$ cat config.mk
export PLATFORM = sky130hd
export DESIGN_NAME = tca_conv_ctrl
export DESIGN_NICKNAME = d
export VERILOG_FILES = /design/src/design/tca_pkg.sv /design/src/design/tca_conv_ctrl.sv
export SDC_FILE = /design/constraint.sdc
export NUM_CORES = 1
export LEC_CHECK = 0
export BUFFER_PORTS_ARGS = -buffer_cell sky130_fd_sc_hd__buf_2
export CAP_MARGIN = 5
export CORE_ASPECT_RATIO = 1.25
export CORE_MARGIN = 10
export CORE_UTILIZATION = 36
export CTS_BUF_LIST = sky130_fd_sc_hd__clkbuf_2
export DETAILED_ROUTE_END_ITERATION = 8
export HOLD_SLACK_MARGIN = 0.05
export PLACE_DENSITY_LB_ADDON = 0.08
export SYNTH_ARGS = -nofsm -noshare
export SYNTH_HDL_FRONTEND = slang
export SYNTH_SLANG_ARGS = --single-unit
export TNS_END_PERCENT = 20
$ cat constraint.sdc
create_clock -name CLOCK_I -period 4.8 [get_ports CLOCK_I]
set_input_delay 0.96 -clock CLOCK_I [delete_from_list [all_inputs] [get_ports CLOCK_I]]
set_output_delay 0.96 -clock CLOCK_I [all_outputs]
set_load 0.05 [all_outputs]
$ cat src/design/tca_pkg.sv
// Constants and types for the touch ADC conversion control block
// Contract
// Reference bit 1 powers internal reference down
// Inhibit level bit picks active pin level
// First conversion delay 1/256/2048/16384 clocks
// Delay also before X/Y and after sequence; after a sequence the code waits the acquisition time instead
// Inhibit ignored during first conversion delay
// Power policy 00 keeps ADC off always
// Policy 01 powers ADC and reference per conversion
// Policy 10 always on; 11 ADC only down
// Host uses 01 or 11 with master sequencer
// Acquisition time 4/8/16/32 clocks
// Average 1/4/8/16 conversions, store final only
// Slave uses first, master second sequencer register
// Bit 11 is channel 0, bit 0 unused
// Data ready high idle/converting, low when done
// Result read while low returns it high
// Timer restart returns data ready high
// Host reads results only while ready low
// Host finishes reads before timer expires
// Mode 10 starts slave, 11 master on touch
// Repeat interval none/1024/2048/16384 clocks
package tca_pkg;
	typedef struct packed
	{
		logic [1:0] averaging_count;     // Averaging count
		logic [1:0] sample_time_select;     // Sample time select
		logic [1:0] pm;      // Power policy
		logic [1:0] fcd;     // First conversion delay
		logic       inhibit_level_select;     // Inhibit level select
		logic       ref_ext; // External reference
		logic [1:0] tmr;     // Repeat interval
	} tca_ctl_t;

	typedef enum logic [1:0] {REG_CTL2, REG_SEQ0, REG_SEQ1, REG_NONE} tca_reg_t;

	localparam logic [11:0] CTL2_RESET  = 12'h000;
	localparam logic [11:0] SEQ_RESET   = 12'h000;
	localparam logic [1:0]  MODE_IDLE   = 2'h0;
	localparam logic [1:0]  MODE_SLAVE  = 2'h2;
	localparam logic [1:0]  MODE_MASTER = 2'h3;
	localparam logic [1:0]  PM_OFF      = 2'h0;
	localparam logic [1:0]  PM_ALL      = 2'h1;
	localparam logic [1:0]  PM_ON       = 2'h2;
	localparam logic [1:0]  PM_ADC      = 2'h3;
	localparam logic [1:0]  TMR_ONCE    = 2'h0;
	localparam int          NUM_CH      = 11;
	localparam logic [3:0]  XY_LAST_CH  = 4'h1;
	localparam logic [3:0]  NO_CH       = 4'hf;
	localparam int          CLK_NS      = 10;
	localparam int          CONV_CLK_NS = 500;
	localparam int          TICK_DIV    = CONV_CLK_NS / CLK_NS;
	localparam logic [14:0] CONV_TICKS  = 15'h000d;
	localparam logic [5:0]  ACQ_BASE    = 6'h04;
	localparam int          FCD0_TICKS  = 1;
	localparam int          FCD1_TICKS  = 256;
	localparam int          FCD2_TICKS  = 2048;
	localparam int          FCD3_TICKS  = 16384;
	localparam int          TMR1_TICKS  = 1024;
	localparam int          TMR2_TICKS  = 2048;
	localparam int          TMR3_TICKS  = 16384;
endpackage

$ cat src/design/tca_conv_ctrl.sv
// Conversion sequencer, timing and data ready control for the touch ADC
`timescale 1ns/1ps
module tca_conv_ctrl
	import tca_pkg::*;
#(
	parameter int TICK_CYCLES = TICK_DIV,   // System clocks per conversion clock
	parameter int FCD2_COUNT  = FCD2_TICKS, // Delay code 10 in conversion clocks
	parameter int FCD3_COUNT  = FCD3_TICKS, // Delay code 11
	parameter int TMR2_COUNT  = TMR2_TICKS, // Repeat code 10
	parameter int TMR3_COUNT  = TMR3_TICKS  // Repeat code 11
)
(
	input  wire logic        CLOCK_I,        // System clock
	input  wire logic        RST_I,          // Synchronous reset
	input  wire logic        REG_WR_I,       // Register write strobe
	input  wire logic        REG_RD_I,       // Register read strobe
	input  wire tca_reg_t    REG_SEL_I,      // Register select
	input  wire logic [11:0] REG_WDATA_I,    // Write data
	output logic      [11:0] REG_RDATA_O,    // Read data
	input  wire logic        MODE_WR_I,      // Conversion mode write strobe
	input  wire logic [1:0]  MODE_I,         // Conversion mode value
	input  wire logic        RES_RD_I,       // Result register read strobe
	input  wire logic [3:0]  RES_IDX_I,      // Result channel index
	output logic      [11:0] RES_DATA_O,     // Result read data
	input  wire logic [11:0] ADC_DATA_I,     // Converter output word
	input  wire logic        STOP_ACQ_I,     // Acquisition inhibit pin
	input  wire logic        TOUCH_I,        // Screen touched, high active
	output logic             DATA_READY_N_O, // New data available, low active
	output logic             ADC_PWR_O,      // Converter powered
	output logic             REF_PWR_O,      // Internal reference powered
	output logic             VREF_OE_O,      // Reference pin driven
	output logic             SAMPLE_O,       // Acquisition running
	output logic      [3:0]  CHANNEL_O       // Channel being converted
);
	typedef enum logic [2:0] {ST_IDLE, ST_WAIT_TOUCH, ST_PRE, ST_ACQ, ST_CONV, ST_POST, ST_TIMER} tca_state_t;

	tca_state_t  state;
	tca_ctl_t    ctl;
	logic [11:0] seq0;
	logic [11:0] seq1;
	logic [11:0] res [NUM_CH];
	logic        inh_s1, inh_s2, touch_s1, touch_s2;
	logic        touch_d;
	logic [15:0] tick_cnt;
	logic        tick;
	logic [14:0] cnt;
	logic [10:0] mask;
	logic [3:0]  ch;
	logic [4:0]  avg_i;
	logic [15:0] acc;
	logic [15:0] sum;
	logic        master;
	logic        inhibit;
	logic        touched;
	logic        start;
	logic        start_master;
	logic [10:0] start_mask;
	logic [3:0]  nxt;
	logic        conv_end;
	logic        last_avg;
	logic        seq_done;
	logic        timer_end;
	logic        restart;
	logic        busy;

	// Channel k sits at register bit 11-k, bit 0 unused
	function automatic logic [10:0] ch_mask(input logic [11:0] r);
		logic [10:0] m;
		m = '0;
		for (int k = 0; k < NUM_CH; k++)
			m[k] = r[11 - k];
		return m;
	endfunction

	// Lowest selected channel at or above a start index
	function automatic logic [3:0] next_ch(input logic [10:0] m, input logic [4:0] from);
		logic [3:0] r;
		r = NO_CH;
		for (int k = NUM_CH - 1; k >= 0; k--)
			if (m[k] && 5'(k) >= from)
				r = 4'(k);
		return r;
	endfunction

	function automatic logic [14:0] fcd_ticks(input logic [1:0] c);
		case (c)
			2'h0:    fcd_ticks = 15'(FCD0_TICKS);
			2'h1:    fcd_ticks = 15'(FCD1_TICKS);
			2'h2:    fcd_ticks = 15'(FCD2_COUNT);
			default: fcd_ticks = 15'(FCD3_COUNT);
		endcase
	endfunction

	function automatic logic [14:0] tmr_ticks(input logic [1:0] c);
		case (c)
			2'h1:    tmr_ticks = 15'(TMR1_TICKS);
			2'h2:    tmr_ticks = 15'(TMR2_COUNT);
			default: tmr_ticks = 15'(TMR3_COUNT);
		endcase
	endfunction

	function automatic logic [4:0] avg_total(input logic [1:0] c);
		case (c)
			2'h0:    avg_total = 5'h01;
			2'h1:    avg_total = 5'h04;
			2'h2:    avg_total = 5'h08;
			default: avg_total = 5'h10;
		endcase
	endfunction

	function automatic logic [2:0] avg_shift(input logic [1:0] c);
		case (c)
			2'h0:    avg_shift = 3'h0;
			2'h1:    avg_shift = 3'h2;
			2'h2:    avg_shift = 3'h3;
			default: avg_shift = 3'h4;
		endcase
	endfunction

	// Pin synchronisers
	always_ff @(posedge CLOCK_I)
	begin
		inh_s1   <= STOP_ACQ_I;
		inh_s2   <= inh_s1;
		touch_s1 <= TOUCH_I;
		touch_s2 <= touch_s1;
		touch_d  <= touch_s2; // Previous touch level, for a new press
	end

	// Conversion clock tick
	always_ff @(posedge CLOCK_I)
	begin
		if (RST_I || tick)
			tick_cnt <= 16'h0000;
		else
			tick_cnt <= tick_cnt + 16'h0001;
	end
	assign tick = (tick_cnt == 16'(TICK_CYCLES - 1));

	// Event decode
	assign inhibit      = ctl.inhibit_level_select ? inh_s2 : !inh_s2;
	assign touched      = touch_s2;
	assign start_master = MODE_WR_I && MODE_I == MODE_MASTER;
	assign start        = ctl.pm != PM_OFF && ((MODE_WR_I && MODE_I == MODE_SLAVE)
	                      || (state == ST_WAIT_TOUCH && touched && !touch_d) || restart);
	assign start_mask   = (start_master || (master && !MODE_WR_I)) ? ch_mask(seq1) : ch_mask(seq0);
	assign conv_end     = state == ST_CONV && tick && cnt == 15'h0000;
	assign last_avg     = avg_i == avg_total(ctl.averaging_count) - 5'h01;
	assign sum          = acc + 16'(ADC_DATA_I);
	assign nxt          = next_ch(mask, 5'(ch) + 5'h01);
	assign seq_done     = state == ST_POST && tick && cnt == 15'h0000;
	assign timer_end    = state == ST_TIMER && tick && cnt == 15'h0000;
	assign restart      = timer_end && !(master && !touched);
	assign busy         = state inside {ST_PRE, ST_ACQ, ST_CONV, ST_POST};

	// Register writes
	always_ff @(posedge CLOCK_I)
	begin
		if (RST_I)
		begin
			ctl  <= tca_ctl_t'(CTL2_RESET);
			seq0 <= SEQ_RESET;
			seq1 <= SEQ_RESET;
		end
		else if (REG_WR_I)
		begin
			if (REG_SEL_I == REG_CTL2)
				ctl <= tca_ctl_t'(REG_WDATA_I);
			else if (REG_SEL_I == REG_SEQ0)
				seq0 <= REG_WDATA_I;
			else if (REG_SEL_I == REG_SEQ1)
				seq1 <= REG_WDATA_I;
		end
	end

	// Register and result read data
	always_ff @(posedge CLOCK_I)
	begin
		if (RST_I)
		begin
			REG_RDATA_O <= 12'h000;
			RES_DATA_O  <= 12'h000;
		end
		else
		begin
			if (REG_RD_I)
			begin
				if (REG_SEL_I == REG_CTL2)
					REG_RDATA_O <= 12'(ctl);
				else if (REG_SEL_I == REG_SEQ0)
					REG_RDATA_O <= seq0;
				else if (REG_SEL_I == REG_SEQ1)
					REG_RDATA_O <= seq1;
				else
					REG_RDATA_O <= 12'h000;
			end
			if (RES_RD_I)
				RES_DATA_O <= (RES_IDX_I < 4'(NUM_CH)) ? res[RES_IDX_I] : 12'h000;
		end
	end

	// Sequencer state machine
	always_ff @(posedge CLOCK_I)
	begin
		if (RST_I || ctl.pm == PM_OFF || (MODE_WR_I && MODE_I == MODE_IDLE))
		begin
			state  <= ST_IDLE;
			master <= 1'b0;
			cnt    <= 15'h0000;
			ch     <= 4'h0;
			mask   <= 11'h000;
			avg_i  <= 5'h00;
			acc    <= 16'h0000;
		end
		else if (start_master)
		begin
			state  <= ST_WAIT_TOUCH;
			master <= 1'b1;
		end
		else if (start)
		begin
			if (MODE_WR_I)
				master <= 1'b0;
			mask  <= start_mask;
			ch    <= next_ch(start_mask, 5'h00);
			avg_i <= 5'h00;
			acc   <= 16'h0000;
			state <= next_ch(start_mask, 5'h00) == NO_CH ? ST_POST : ST_PRE;
			cnt   <= fcd_ticks(ctl.fcd) - 15'h0001;
		end
		else
		begin
			case (state)
				ST_PRE:
					if (tick)
					begin
						if (cnt == 15'h0000)
						begin
							state <= ST_ACQ;
							cnt   <= 15'(ACQ_BASE << ctl.sample_time_select) - 15'h0001;
						end
						else
							cnt <= cnt - 15'h0001;
					end
				ST_ACQ:
					if (tick && !inhibit)
					begin
						if (cnt == 15'h0000)
						begin
							state <= ST_CONV;
							cnt   <= CONV_TICKS - 15'h0001;
						end
						else
							cnt <= cnt - 15'h0001;
					end
				ST_CONV:
					if (tick && cnt != 15'h0000)
						cnt <= cnt - 15'h0001;
					else if (conv_end && !last_avg)
					begin
						acc   <= sum;
						avg_i <= avg_i + 5'h01;
						state <= ST_ACQ;
						cnt   <= 15'(ACQ_BASE << ctl.sample_time_select) - 15'h0001;
					end
					else if (conv_end)
					begin
						acc   <= 16'h0000;
						avg_i <= 5'h00;
						ch    <= nxt;
						state <= nxt == NO_CH ? ST_POST : (nxt <= XY_LAST_CH ? ST_PRE : ST_ACQ);
						cnt   <= nxt <= XY_LAST_CH ? fcd_ticks(ctl.fcd) - 15'h0001
						         : 15'(ACQ_BASE << ctl.sample_time_select) - 15'h0001;
					end
				ST_POST:
					if (tick && cnt != 15'h0000)
						cnt <= cnt - 15'h0001;
					else if (seq_done)
					begin
						state <= ctl.tmr != TMR_ONCE ? ST_TIMER : (master ? ST_WAIT_TOUCH : ST_IDLE);
						cnt   <= tmr_ticks(ctl.tmr) - 15'h0001;
					end
				ST_TIMER:
					if (master && !touched)
						state <= ST_WAIT_TOUCH;
					else if (tick)
						cnt <= cnt - 15'h0001;
				default:
					state <= state;
			endcase
		end
	end

	// Result store, only the averaged value lands
	always_ff @(posedge CLOCK_I)
	begin
		if (RST_I)
		begin
			for (int k = 0; k < NUM_CH; k++)
				res[k] <= 12'h000;
		end
		else if (conv_end && last_avg)
			res[ch] <= 12'(sum >> avg_shift(ctl.averaging_count));
	end

	// Data ready: completion wins over a read in the same cycle
	always_ff @(posedge CLOCK_I)
	begin
		if (RST_I || start)
			DATA_READY_N_O <= 1'b1;
		else if (seq_done)
			DATA_READY_N_O <= 1'b0;
		else if (RES_RD_I && !DATA_READY_N_O)
			DATA_READY_N_O <= 1'b1;
	end

	// Power and pin outputs
	always_ff @(posedge CLOCK_I)
	begin
		if (RST_I)
		begin
			ADC_PWR_O <= 1'b0;
			REF_PWR_O <= 1'b0;
			VREF_OE_O <= 1'b0;
			SAMPLE_O  <= 1'b0;
			CHANNEL_O <= 4'h0;
		end
		else
		begin
			ADC_PWR_O <= ctl.pm == PM_ON || (ctl.pm != PM_OFF && busy);
			REF_PWR_O <= !ctl.ref_ext && (ctl.pm == PM_ON || ctl.pm == PM_ADC || (ctl.pm == PM_ALL && busy));
			VREF_OE_O <= !ctl.ref_ext && (ctl.pm == PM_ON || ctl.pm == PM_ADC || (ctl.pm == PM_ALL && busy));
			SAMPLE_O  <= state == ST_ACQ && !inhibit;
			CHANNEL_O <= ch;
		end
	end
endmodule

==> impl_results.rst, run 1 <==
.. list-table::
   :header-rows: 1

   * - Metric
     - Value
   * - Critical Path End Type
     - flip-flop
   * - Cell depth of the worst min-delay path
     - 3
   * - Largest net degree at the start of global routing
     - 67
   * - Top-Level Pins
     - 73
   * - Final setup margin
     - 0.864 ns
   * - Fmax
     - 254 MHz
   * - Number of pins exceeding their max-slew limit in the final report
     - 0
   * - Fill cell total of the finished layout
     - 4456
   * - Total via count in the routed design
     - 12948
   * - Worst Skew
     - 0.114 ns
   * - Launch instance of the worst register-to-register path
     - cnt[0]$_SDFFE_PP0P_
   * - IR drop worst, VDD
     - 0.166 mV
   * - Start point of the critical path
     - cnt[0]$_SDFFE_PP0P_
   * - Post-CTS resize count
     - 0
   * - Worst flop-to-flop path endpoint
     - res[3][9]$_SDFFCE_PN0P_
   * - Max-cap violations
     - 0
   * - Post-route fraction of the period consumed by the critical path
     - 82.0%
   * - Residual antenna-violating net count after detailed routing
     - 0
   * - Nature of the critical path startpoint
     - flip-flop
   * - Post-Synthesis Mean Instance Area
     - 9.09 um2
   * - Min Hold Slack
     - 0.224 ns
   * - Maximum net fanout on the critical path
     - 13
   * - Buffer levels on the longest clock path
     - 3
   * - Final routed DRC violation total
     - 0
   * - Die X-Extent
     - 204 um
   * - Syn nets
     - 1738
   * - Hold Path Class
     - primary input to flip-flop
   * - Yosys top cell area share
     - 23.7%
   * - Critical setup path kind
     - flip-flop to flip-flop
   * - Final weighted congestion in routability-driven placement
     - 0.897
   * - Antenna violations before repair
     - 1
   * - Post-Route M1 WL
     - 20000 um
   * - Final global-route overflow total
     - 0
   * - Initial core utilization
     - 36.3%
   * - Floorplan die height
     - 250 um
   * - DRT Wirelength
     - 48500 um
   * - TritonCTS clock tree
     - done
   * - Amount of wire on met2 after detailed routing
     - 24600 um
   * - Min Clock Period, post-route
     - 3.94 ns
   * - Routed length per instance
     - 20.5 um
   * - Area of the die
     - 50800 um2
   * - Number of enable flip-flop cells after synthesis
     - 120
   * - Placement Setup Slack
     - 0.211 ns
   * - Uppermost layer routed
     - met4
   * - Largest cells by area after synthesis
     - sky130_fd_sc_hd__edfxtp_1 24%, sky130_fd_sc_hd__dfxtp_1 21%, sky130_fd_sc_hd__nor2_1 8.4%
   * - Global-route wire length before repair
     - 75400 um
   * - H-tree levels
     - 3
   * - Top cells by instance count after synthesis
     - 339 x sky130_fd_sc_hd__nor2_1, 156 x sky130_fd_sc_hd__dfxtp_1, 138 x sky130_fd_sc_hd__a21oi_1, 120 x sky130_fd_sc_hd__edfxtp_1, 102 x sky130_fd_sc_hd__nand2_1
   * - Setup repair after global routing missed its margin
     - false
   * - Number of sinks on the clock net
     - 276
   * - Floorplan Core Area
     - 41800 um2
   * - Number of cell instances on the worst register-to-register path
     - 12
   * - Post-cts hold buffer count
     - 2
   * - Clock transition at the registers of the reported paths
     - 0.09 ns
   * - Cell at the root of the clock tree
     - sky130_fd_sc_hd__clkbuf_2
   * - Run status
     - completed
   * - Cell Area, Synth
     - 15200 um2
   * - Number of setup violations in the final report
     - 0
   * - Post-DR vias/cell
     - 5.47
   * - Sum of met3 wire segment lengths after detailed routing
     - 2120 um
   * - Overall global routing resource usage
     - 18.9%
   * - Vias in the first global route
     - 12950
   * - Net count, final
     - 1817
   * - Std-Cell Rows
     - 84
   * - Data required time at the worst endpoint
     - 5.44 ns
   * - Drt first-iter violations
     - 899
   * - Worst endpoint data arrival time
     - 4.58 ns
   * - Post-CTS setup buffers
     - 0
   * - Setup TNS
     - 0 ns
   * - Clock buffers created by TritonCTS
     - 75
   * - Yosys cell types
     - 88
   * - Most repeated cell in the gate-level netlist after synthesis
     - sky130_fd_sc_hd__nor2_1
   * - Total iterations of the first detailed-routing run
     - 7
   * - Number of instances in the synthesized netlist
     - 1669
   * - Count of port buffers added during placement
     - 72
   * - Top cell type by total area after synthesis
     - sky130_fd_sc_hd__edfxtp_1
   * - Flip-flop and latch count after synthesis
     - 276
   * - FF-to-FF setup slack
     - 0.86 ns
   * - Share of flip-flops with an asynchronous set or reset
     - 0%
   * - Clock insertion delay at the later pin of the skew report
     - 1.03 ns
   * - Most instantiated flip-flop cell in the synthesis netlist
     - sky130_fd_sc_hd__dfxtp_1
   * - Post-DP HPWL
     - 33800 um
   * - Measured slew at the worst slew-check pin
     - 1.08 ns
   * - Sequential-to-total area share from yosys stat
     - 44.3%
   * - Warnings from Yosys
     - 0
   * - Final Hold Viols
     - 0
   * - Pwr/cell area
     - 283 nW/um2
   * - Leakage power of the design
     - 6.25 nW
   * - Capture point of the worst path
     - res[3][9]$_SDFFCE_PN0P_
   * - Remaining max-slew budget at the tightest pin
     - 27.2%
   * - Share of layout cells above drive strength 1
     - 16.6%
   * - Synth-to-layout area growth
     - 10.7%
## area by class of cell
class	count	area (um2)	share of cell area, %
Clock buffer	113	566	3.37
Clock inverter	21	104	0.618
Sequential cell	276	6730	40.0
Multi-Input combinational cell	1237	7830	46.6
Timing Repair Buffer	123	751	4.47
Inverter	35	131	0.782
Antenna cell	1	2.50	0.0149
Tap cell	559	699	4.16
## registers in the layout, indices dropped and copies added (netlist names), 3 cells and up
register	count
CHANNEL_O	4
REG_RDATA_O	12
RES_DATA_O	12
acc	16
avg_i	5
ch	4
cnt	15
ctl	12
mask	11
res	132
seq0	12
seq1	12
state	3
tick_cnt	16
## metrics by stage
step | std cells | cell area, um2 | util [%] | power [mW]
2_1_floorplan | 1669 | 15200 | - | 2.94
3_3_place_gp | 2228 | 16100 | 38.5 | 3.13
3_5_place_dp | 2228 | 16100 | 38.5 | 3.13
4_1_cts | 2364 | 16800 | 40.2 | 4.85
5_1_grt | 2365 | 16800 | 40.2 | 5.02
6_report | 2365 | 16800 | 40.2 | 4.76
## metal layers
layer	track usage, %	vias to the layer above
met3	3.27	90
met2	32.5	316
met1	22.4	6248
met4	8.99	0
met5	0	-
li1	-	6294
## report_power, final
part	leakage (nW)	internal, mW	switching [mW]
logic	3.32	0.176	0.338
registers	2.42	2.52	0.0395
clock network	0.519	0.636	1.05
## worst max-delay path: stages, from the launching register on
cell and delay [ns]:
sky130_fd_sc_hd__dfxtp_1 0.34, sky130_fd_sc_hd__inv_1 0.10, sky130_fd_sc_hd__ha_1 0.22, sky130_fd_sc_hd__or4b_4 0.53, sky130_fd_sc_hd__nor4_4 0.37, sky130_fd_sc_hd__nand2b_2 0.22
sky130_fd_sc_hd__or4_4 0.51, sky130_fd_sc_hd__nor2_1 0.11, sky130_fd_sc_hd__buf_4 0.21, sky130_fd_sc_hd__nand3_1 0.09, sky130_fd_sc_hd__buf_4 0.23, sky130_fd_sc_hd__nand2b_1 0.35
sky130_fd_sc_hd__buf_4 0.29
## cells in the final DEF (no fill, tap or decap), types with 50 or more instances in the layout
master and instances:
sky130_fd_sc_hd__o21ai_0 58, sky130_fd_sc_hd__buf_2 71, sky130_fd_sc_hd__clkbuf_2 113, sky130_fd_sc_hd__edfxtp_1 120
sky130_fd_sc_hd__a21oi_1 138, sky130_fd_sc_hd__buf_4 50, sky130_fd_sc_hd__nand2_1 102, sky130_fd_sc_hd__nor2_1 339
sky130_fd_sc_hd__mux2i_1 65, sky130_fd_sc_hd__a211oi_1 57, sky130_fd_sc_hd__dfxtp_1 156
## how the worst min path moves through the flow
stage	end	start
final	seq0[6]$_SDFFE_PP0P_	REG_WDATA_I[6]
after CTS	seq0[3]$_SDFFE_PP0P_	REG_WDATA_I[3]
after detailed placement	touch_s2$_DFF_P_	touch_s1$_DFF_P_
after floorplan	inh_s2$_DFF_P_	inh_s1$_DFF_P_
after global routing	seq0[5]$_SDFFE_PP0P_	REG_WDATA_I[5]
after global placement	touch_s2$_DFF_P_	touch_s1$_DFF_P_
## cell families after synthesis
kind of cell / synth area share, %
DFF: 44.3
xor gates and xnor gates: 2.14
AOI/OAI and AO/OA: 17.5
and+or+nand+nor: 20.5
adders and majority gates: 2.51
buffers and inverters: 4.36
muxes: 8.74
No activity file was read; power rests on OpenSTA's default activity.
==> run 2: changes to the inputs <==
- clock period: 4.8 -> 4 ns (I/O delays scaled with it)
==> impl_results.rst, run 2 (synthesis gave the netlist of run 1 again) <==
.. list-table::
   :header-rows: 1

   * - Metric
     - Value
   * - Buffer levels on the longest clock path
     - 3 (unchanged)
   * - Clock insertion delay at the later pin of the skew report
     - 1.04 ns (was 1.03 ns)
   * - Run status
     - completed (unchanged)
   * - Critical setup path kind
     - flip-flop to flip-flop (unchanged)
   * - Clock transition at the registers of the reported paths
     - 0.09 ns (about the same)
   * - Seq. cell area
     - 6730 um2 (unchanged)
   * - Setup TNS
     - 0 ns (unchanged)
   * - Cell with the most instances on the worst path
     - sky130_fd_sc_hd__buf_4 (unchanged)
   * - Synth-to-layout area growth
     - 14.1% (was 10.7%)
   * - Residual antenna-violating net count after detailed routing
     - 0 (unchanged)
   * - Worst-case hold path end point
     - REG_RDATA_O[2]$_SDFFE_PP0P_ (was seq0[6]$_SDFFE_PP0P_)
   * - Worst endpoint data arrival time
     - 4.14 ns (was 4.58 ns)
   * - Total non-filler cell area in the finished layout
     - 17300 um2 (was 16800 um2)
   * - Number of cell instances on the worst register-to-register path
     - 11 (was 12)
   * - Data required time at the worst endpoint
     - 4.65 ns (was 5.44 ns)
   * - Critical Path End Type
     - flip-flop (unchanged)
   * - Final weighted congestion in routability-driven placement
     - 0.861 (was 0.897)
   * - Floorplan die height
     - 250 um (unchanged)
   * - Leakage power of the design
     - 6.53 nW (was 6.25 nW)
   * - FF-to-FF setup slack
     - 0.51 ns (was 0.86 ns)
   * - Antenna violations before repair
     - 1 (unchanged)
   * - Register with the highest flop count
     - res (unchanged)
   * - Final routed DRC violation total
     - 0 (unchanged)
   * - Worst Skew
     - 0.0957 ns (was 0.114 ns)
   * - Min Clock Period, post-route
     - 3.49 ns (was 3.94 ns)
   * - DRT Wirelength
     - 47700 um (was 48500 um)
   * - Drt first-iter violations
     - 814 (was 899)
   * - Fill cell total of the finished layout
     - 4371 (was 4456)
   * - Clock buffers created by TritonCTS
     - 77 (was 75)
   * - Overall global routing resource usage
     - 18.4% (was 18.9%)
   * - Setup repair after global routing missed its margin
     - false (unchanged)
   * - Cell depth of the worst min-delay path
     - 3 (unchanged)
   * - Total iterations of the first detailed-routing run
     - 6 (was 7)
   * - Number of sinks on the clock net
     - 276 (unchanged)
   * - Post-route fraction of the period consumed by the critical path
     - 87.1% (was 82.0%)
   * - Count of port buffers added during placement
     - 72 (unchanged)
   * - Most used cells in the layout excluding fill and tap cells
     - 339 x sky130_fd_sc_hd__nor2_1, 156 x sky130_fd_sc_hd__dfxtp_1, 138 x sky130_fd_sc_hd__a21oi_1 (unchanged)
   * - Delay of the slowest critical-path stage
     - 0.54 ns (was 0.53 ns)
   * - Die X-Extent
     - 204 um (unchanged)
   * - Maximum net fanout on the critical path
     - 12 (was 13)
   * - Top-Level Pins
     - 73 (unchanged)
   * - Largest net degree at the start of global routing
     - 66 (was 67)
   * - CP max stage cell
     - sky130_fd_sc_hd__or4b_4 (unchanged)
   * - Flip-flop count of the largest register after layout
     - 132 (unchanged)
   * - Floorplan Core Area
     - 41800 um2 (unchanged)
   * - H-tree levels
     - 3 (unchanged)
   * - Share of layout cells above drive strength 1
     - 18.4% (was 16.6%)
   * - Post-DR vias/cell
     - 5.40 (was 5.47)
   * - Final global-route overflow total
     - 0 (unchanged)
   * - Most common cell after layout, fill and taps aside
     - sky130_fd_sc_hd__nor2_1 (unchanged)
   * - Total via count in the routed design
     - 13054 (was 12948)
   * - Std-Cell Rows
     - 84 (unchanged)
   * - Hold Path Class
     - primary input to flip-flop (unchanged)
   * - Number of pins exceeding their max-slew limit in the final report
     - 0 (unchanged)
   * - Launch instance of the worst register-to-register path
     - cnt[0]$_SDFFE_PP0P_ (unchanged)
   * - Final Hold Viols
     - 0 (unchanged)
   * - TritonCTS clock tree
     - done (unchanged)
   * - Routed length per instance
     - 19.8 um (was 20.5 um)
   * - Max-cap violations
     - 0 (unchanged)
   * - Number of setup violations in the final report
     - 0 (unchanged)
   * - IR drop worst, VDD
     - 0.194 mV (was 0.166 mV)
   * - Post-CTS setup buffers
     - 0 (unchanged)
   * - Area of the die
     - 50800 um2 (unchanged)
   * - Area occupied by multi-input gates
     - 7830 um2 (unchanged)
   * - Cell area reported after detailed placement
     - 16400 um2 (was 16100 um2)
   * - Worst flop-to-flop path endpoint
     - res[8][3]$_SDFFCE_PN0P_ (was res[3][9]$_SDFFCE_PN0P_)
   * - Measured slew at the worst slew-check pin
     - 1.17 ns (was 1.08 ns)
   * - Hold path start
     - REG_RD_I (was REG_WDATA_I[6])
   * - Global-route wire length before repair
     - 73300 um (was 75400 um)
   * - Initial core utilization
     - 36.3% (unchanged)
   * - Post-DP HPWL
     - 33800 um (about the same)
   * - Vias in the first global route
     - 12826 (was 12950)
   * - Net count, final
     - 1868 (was 1817)
   * - Cell at the root of the clock tree
     - sky130_fd_sc_hd__clkbuf_2 (unchanged)
   * - Remaining max-slew budget at the tightest pin
     - 21.9% (was 27.2%)
   * - Fmax
     - 287 MHz (was 254 MHz)
   * - Pwr/cell area
     - 339 nW/um2 (was 283 nW/um2)
   * - Nature of the critical path startpoint
     - flip-flop (unchanged)
   * - Biggest registers after layout
     - res: 132 flops, acc: 16 flops, tick_cnt: 16 flops (unchanged)
   * - Critical-path cell list
     - inv_1, ha_1, or4b_4, nor4_4, nand2b_2, or4_4, nor2_1, buf_4, nand3_1, nand2b_1, buf_4 (was inv_1, ha_1, or4b_4, nor4_4, nand2b_2, or4_4, nor2_1, buf_4, nand3_1, buf_4, nand2b_1, buf_4)
[run 2: per-layer routing]
metal  routed length (um)  global-route usage (%)
met1                19300                    20.9
met2                25200                    33.3
met3                 1920                    2.73
met4                 1250                    7.54
met5                    0                       0
[run 2: worst max-delay path: cells and delay by family (launching register included)]
family,cells,cell delay [ns]
AND/OR/NAND/NOR,7,2.00
adder cells (fa/ha/maj),1,0.24
flip-flops,1,0.35
buffers and inverters,3,0.56
[run 2: final cells by class]
class / count / area share, %
antenna: 1 / 0.0145
sequential: 276 / 38.8
clock buffer: 117 / 3.38
timing repair buffer: 172 / 6.92
multi-input combinational: 1237 / 45.2
tap: 559 / 4.04
inverter: 35 / 0.759
clock inverter: 20 / 0.845
[run 2: timing repair]
item,CTS,global route
hold buffers,14,0
endpoints found under the hold margin,38,0
resized for setup,0,0
[run 2: through the flow]
step | hold WS (ns) | setup WS, ns | std cells | total power [mW] | utilization (%)
3_3_place_gp | 0.314 | 0.0938 | 2265 | 3.76 | 39.3
5_1_grt | 0.202 | 0.185 | 2417 | 6.17 | 41.4
3_5_place_dp | 0.312 | 0.00314 | 2265 | 3.77 | 39.3
4_1_cts | 0.112 | 0.521 | 2416 | 5.97 | 41.4
2_1_floorplan | 0.310 | 0.241 | 1669 | 3.53 | -
6_report | 0.234 | 0.514 | 2417 | 5.87 | 41.4
[run 2: how the worst max path moves through the flow]
stage                      startpoint                      end  slack, ns  cells after the start
3_5_place_dp            ADC_DATA_I[0]  res[8][8]$_SDFFCE_PN0P_      0.003                     12
3_3_place_gp            ADC_DATA_I[0]  res[4][8]$_SDFFCE_PN0P_       0.09                     12
5_1_grt        tick_cnt[5]$_SDFF_PP0_      cnt[7]$_SDFFE_PP0P_       0.18                      8
6_report          cnt[0]$_SDFFE_PP0P_  res[8][3]$_SDFFCE_PN0P_       0.51                     11
2_1_floorplan           ADC_DATA_I[0]  res[8][6]$_SDFFCE_PN0P_       0.24                     11
4_1_cts           cnt[0]$_SDFFE_PP0P_  res[8][3]$_SDFFCE_PN0P_       0.52                     11
[run 2: power breakdown]
| group | internal [mW] | total, mW | switching [mW] |
|---|---|---|---|
| logic | 0.236 | 0.637 | 0.402 |
| clock network | 0.911 | 2.17 | 1.25 |
| registers | 3.02 | 3.07 | 0.0467 |
==> run 3: changes to the inputs <==
- BUFFER_PORTS_ARGS: -buffer_cell sky130_fd_sc_hd__buf_2 -> unset
- DONT_BUFFER_PORTS: unset -> 1
- SKIP_LAST_GASP: unset -> 1
==> impl_results.rst, run 3 (synthesis gave the netlist of run 1 again) <==
.. list-table::
   :header-rows: 1

   * - Metric
     - Value
   * - Number of sinks on the clock net
     - 276 (unchanged)
   * - Post-DR vias/cell
     - 5.46 (was 5.40)
   * - Std-Cell Rows
     - 84 (unchanged)
   * - IR drop worst, VDD
     - 0.180 mV (was 0.194 mV)
   * - Post-CTS setup buffers
     - 0 (unchanged)
   * - Critical Path End Type
     - flip-flop (unchanged)
   * - Max-cap violations
     - 0 (unchanged)
   * - Placed Instances
     - 2173 (was 2265)
   * - Initial core utilization
     - 36.3% (unchanged)
   * - Met2 Use GR
     - 32.8% (was 33.3%)
   * - Maximum net fanout on the critical path
     - 8 (was 12)
   * - Post-CTS resize count
     - 0 (unchanged)
   * - Remaining max-slew budget at the tightest pin
     - 21.8% (was 21.9%)
   * - Global-route wire length before repair
     - 74100 um (was 73300 um)
   * - Die X-Extent
     - 204 um (unchanged)
   * - Antenna violations before repair
     - 1 (unchanged)
   * - Biggest registers after layout
     - res: 132 flops, acc: 16 flops, tick_cnt: 16 flops (unchanged)
   * - Cell at the root of the clock tree
     - sky130_fd_sc_hd__clkbuf_2 (unchanged)
   * - Floorplan Core Area
     - 41800 um2 (unchanged)
   * - Buffer levels on the longest clock path
     - 3 (unchanged)
   * - Most used cells in the layout excluding fill and tap cells
     - 339 x sky130_fd_sc_hd__nor2_1, 156 x sky130_fd_sc_hd__dfxtp_1, 138 x sky130_fd_sc_hd__a21oi_1 (unchanged)
   * - Clock insertion delay at the later pin of the skew report
     - 0.99 ns (was 1.04 ns)
   * - Area of the die
     - 50800 um2 (unchanged)
   * - Pwr/cell area
     - 341 nW/um2 (was 339 nW/um2)
   * - Most common cell after layout, fill and taps aside
     - sky130_fd_sc_hd__nor2_1 (unchanged)
   * - Cell area reported after detailed placement
     - 15900 um2 (was 16400 um2)
   * - Post-cts hold buffer count
     - 22 (was 14)
   * - Met1 capacity usage during global routing
     - 21.2% (was 20.9%)
   * - Hold Path Class
     - primary input to flip-flop (unchanged)
   * - Routed length per instance
     - 20.6 um (was 19.8 um)
   * - Final Hold Viols
     - 0 (unchanged)
   * - Total via count in the routed design
     - 12678 (was 13054)
   * - Vias in the first global route
     - 12681 (was 12826)
   * - Number of standard cells in the final layout excluding fillers
     - 2324 (was 2417)
   * - Total iterations of the first detailed-routing run
     - 5 (was 6)
   * - Top-Level Pins
     - 73 (unchanged)
   * - Critical setup path kind
     - flip-flop to flip-flop (unchanged)
   * - Floorplan die height
     - 250 um (unchanged)
   * - Setup repair after global routing missed its margin
     - false (unchanged)
   * - Count of port buffers added during placement
     - 0 (was 72)
   * - Final routed DRC violation total
     - 0 (unchanged)
   * - Worst Skew
     - 0.0886 ns (was 0.0957 ns)
   * - Total non-filler cell area in the finished layout
     - 16800 um2 (was 17300 um2)
   * - Net count, final
     - 1782 (was 1868)
   * - Residual antenna-violating net count after detailed routing
     - 0 (unchanged)
   * - Clock buffers created by TritonCTS
     - 75 (was 77)
   * - Worst endpoint data arrival time
     - 4.15 ns (was 4.14 ns)
   * - Number of setup violations in the final report
     - 0 (unchanged)
   * - TritonCTS clock tree
     - done (unchanged)
   * - Post-route fraction of the period consumed by the critical path
     - 87.0% (was 87.1%)
   * - Fmax
     - 287 MHz (about the same)
   * - Run status
     - completed (unchanged)
   * - Setup TNS
     - 0 ns (unchanged)
   * - Data required time at the worst endpoint
     - 4.67 ns (was 4.65 ns)
   * - Nature of the critical path startpoint
     - flip-flop (unchanged)
   * - Leakage power of the design
     - 6.13 nW (was 6.53 nW)
   * - Measured slew at the worst slew-check pin
     - 1.17 ns (about the same)
   * - H-tree levels
     - 3 (unchanged)
   * - Drt first-iter violations
     - 851 (was 814)
   * - Min Clock Period, post-route
     - 3.48 ns (was 3.49 ns)
   * - Min Hold Slack
     - 0.167 ns (was 0.234 ns)
   * - Final weighted congestion in routability-driven placement
     - 0.887 (was 0.861)
   * - Busiest grt layer
     - met2 (unchanged)
   * - Number of pins exceeding their max-slew limit in the final report
     - 0 (unchanged)
   * - Met3 track demand over resource
     - 3.31% (was 2.73%)
   * - Final global-route overflow total
     - 0 (unchanged)
   * - Register with the highest flop count
     - res (unchanged)
   * - Overall global routing resource usage
     - 18.6% (was 18.4%)
   * - Post-DP HPWL
     - 33400 um (was 33800 um)
   * - Share of layout cells above drive strength 1
     - 14.0% (was 18.4%)
   * - Flip-flop count of the largest register after layout
     - 132 (unchanged)
   * - Synth-to-layout area growth
     - 10.9% (was 14.1%)
   * - Largest net degree at the start of global routing
     - 81 (was 66)
   * - DRT Wirelength
     - 47900 um (was 47700 um)
   * - Clock transition at the registers of the reported paths
     - 0.09 ns (about the same)
## run 3: path summary, 6_finish.rpt
kind | slack (ns) | cells after the start | end | start
hold / removal | 0.17 | 3 | RES_DATA_O[7]$_SDFFE_PP0P_ | RES_IDX_I[2]
hold reg to reg | 0.33 | 0 | touch_s2$_DFF_P_ | touch_s1$_DFF_P_
setup reg to reg | 0.52 | 11 | res[6][6]$_SDFFCE_PN0P_ | cnt[0]$_SDFFE_PP0P_
setup / recovery | 0.52 | 11 | res[6][6]$_SDFFCE_PN0P_ | cnt[0]$_SDFFE_PP0P_
## run 3: final cells by class
cell class | count | area (um2)
antenna | 2 | 5.00
clock inverter | 10 | 96.3
multi-input combinational | 1237 | 7830
timing repair buffer | 88 | 758
clock buffer | 117 | 586
fill | 4359 | 25000
inverter | 35 | 131
sequential | 276 | 6730
tap | 559 | 699
## run 3: critical path, cell delays in order, from the launching register on
cell,delay [ns]
sky130_fd_sc_hd__dfxtp_1,0.34
sky130_fd_sc_hd__inv_1,0.10
sky130_fd_sc_hd__ha_1,0.22
sky130_fd_sc_hd__or4b_4,0.53
sky130_fd_sc_hd__nor4_4,0.32
sky130_fd_sc_hd__nand2b_2,0.12
sky130_fd_sc_hd__or4_4,0.48
sky130_fd_sc_hd__or2_1,0.49
sky130_fd_sc_hd__nor2_4,0.21
sky130_fd_sc_hd__nand2_2,0.07
sky130_fd_sc_hd__nand2b_1,0.11
sky130_fd_sc_hd__buf_4,0.18
## run 3: metrics by stage
stage / power, mW / worst slack (ns) / util, %
5_1_grt: 6.06 / 0.288 / 40.2
4_1_cts: 5.85 / 0.509 / 40.2
3_3_place_gp: 3.65 / 0.138 / 38.0
6_report: 5.74 / 0.519 / 40.2
2_1_floorplan: 3.53 / 0.241 / -
3_5_place_dp: 3.66 / 0.114 / 38.0
## run 3: power breakdown
group	switching [mW]	leakage, nW	internal, mW
sequential	0.108	2.42	3.02
combinational	0.294	3.18	0.209
clock	1.22	0.532	0.887
## run 3: layer usage
metal	wire [um]	vias to the layer above	part of all wire [%]
met1	19600	6103	41
li1	-	6211	-
met4	1620	0	3.4
met2	24700	283	52
met5	0	-	0
met3	1940	81	4.1
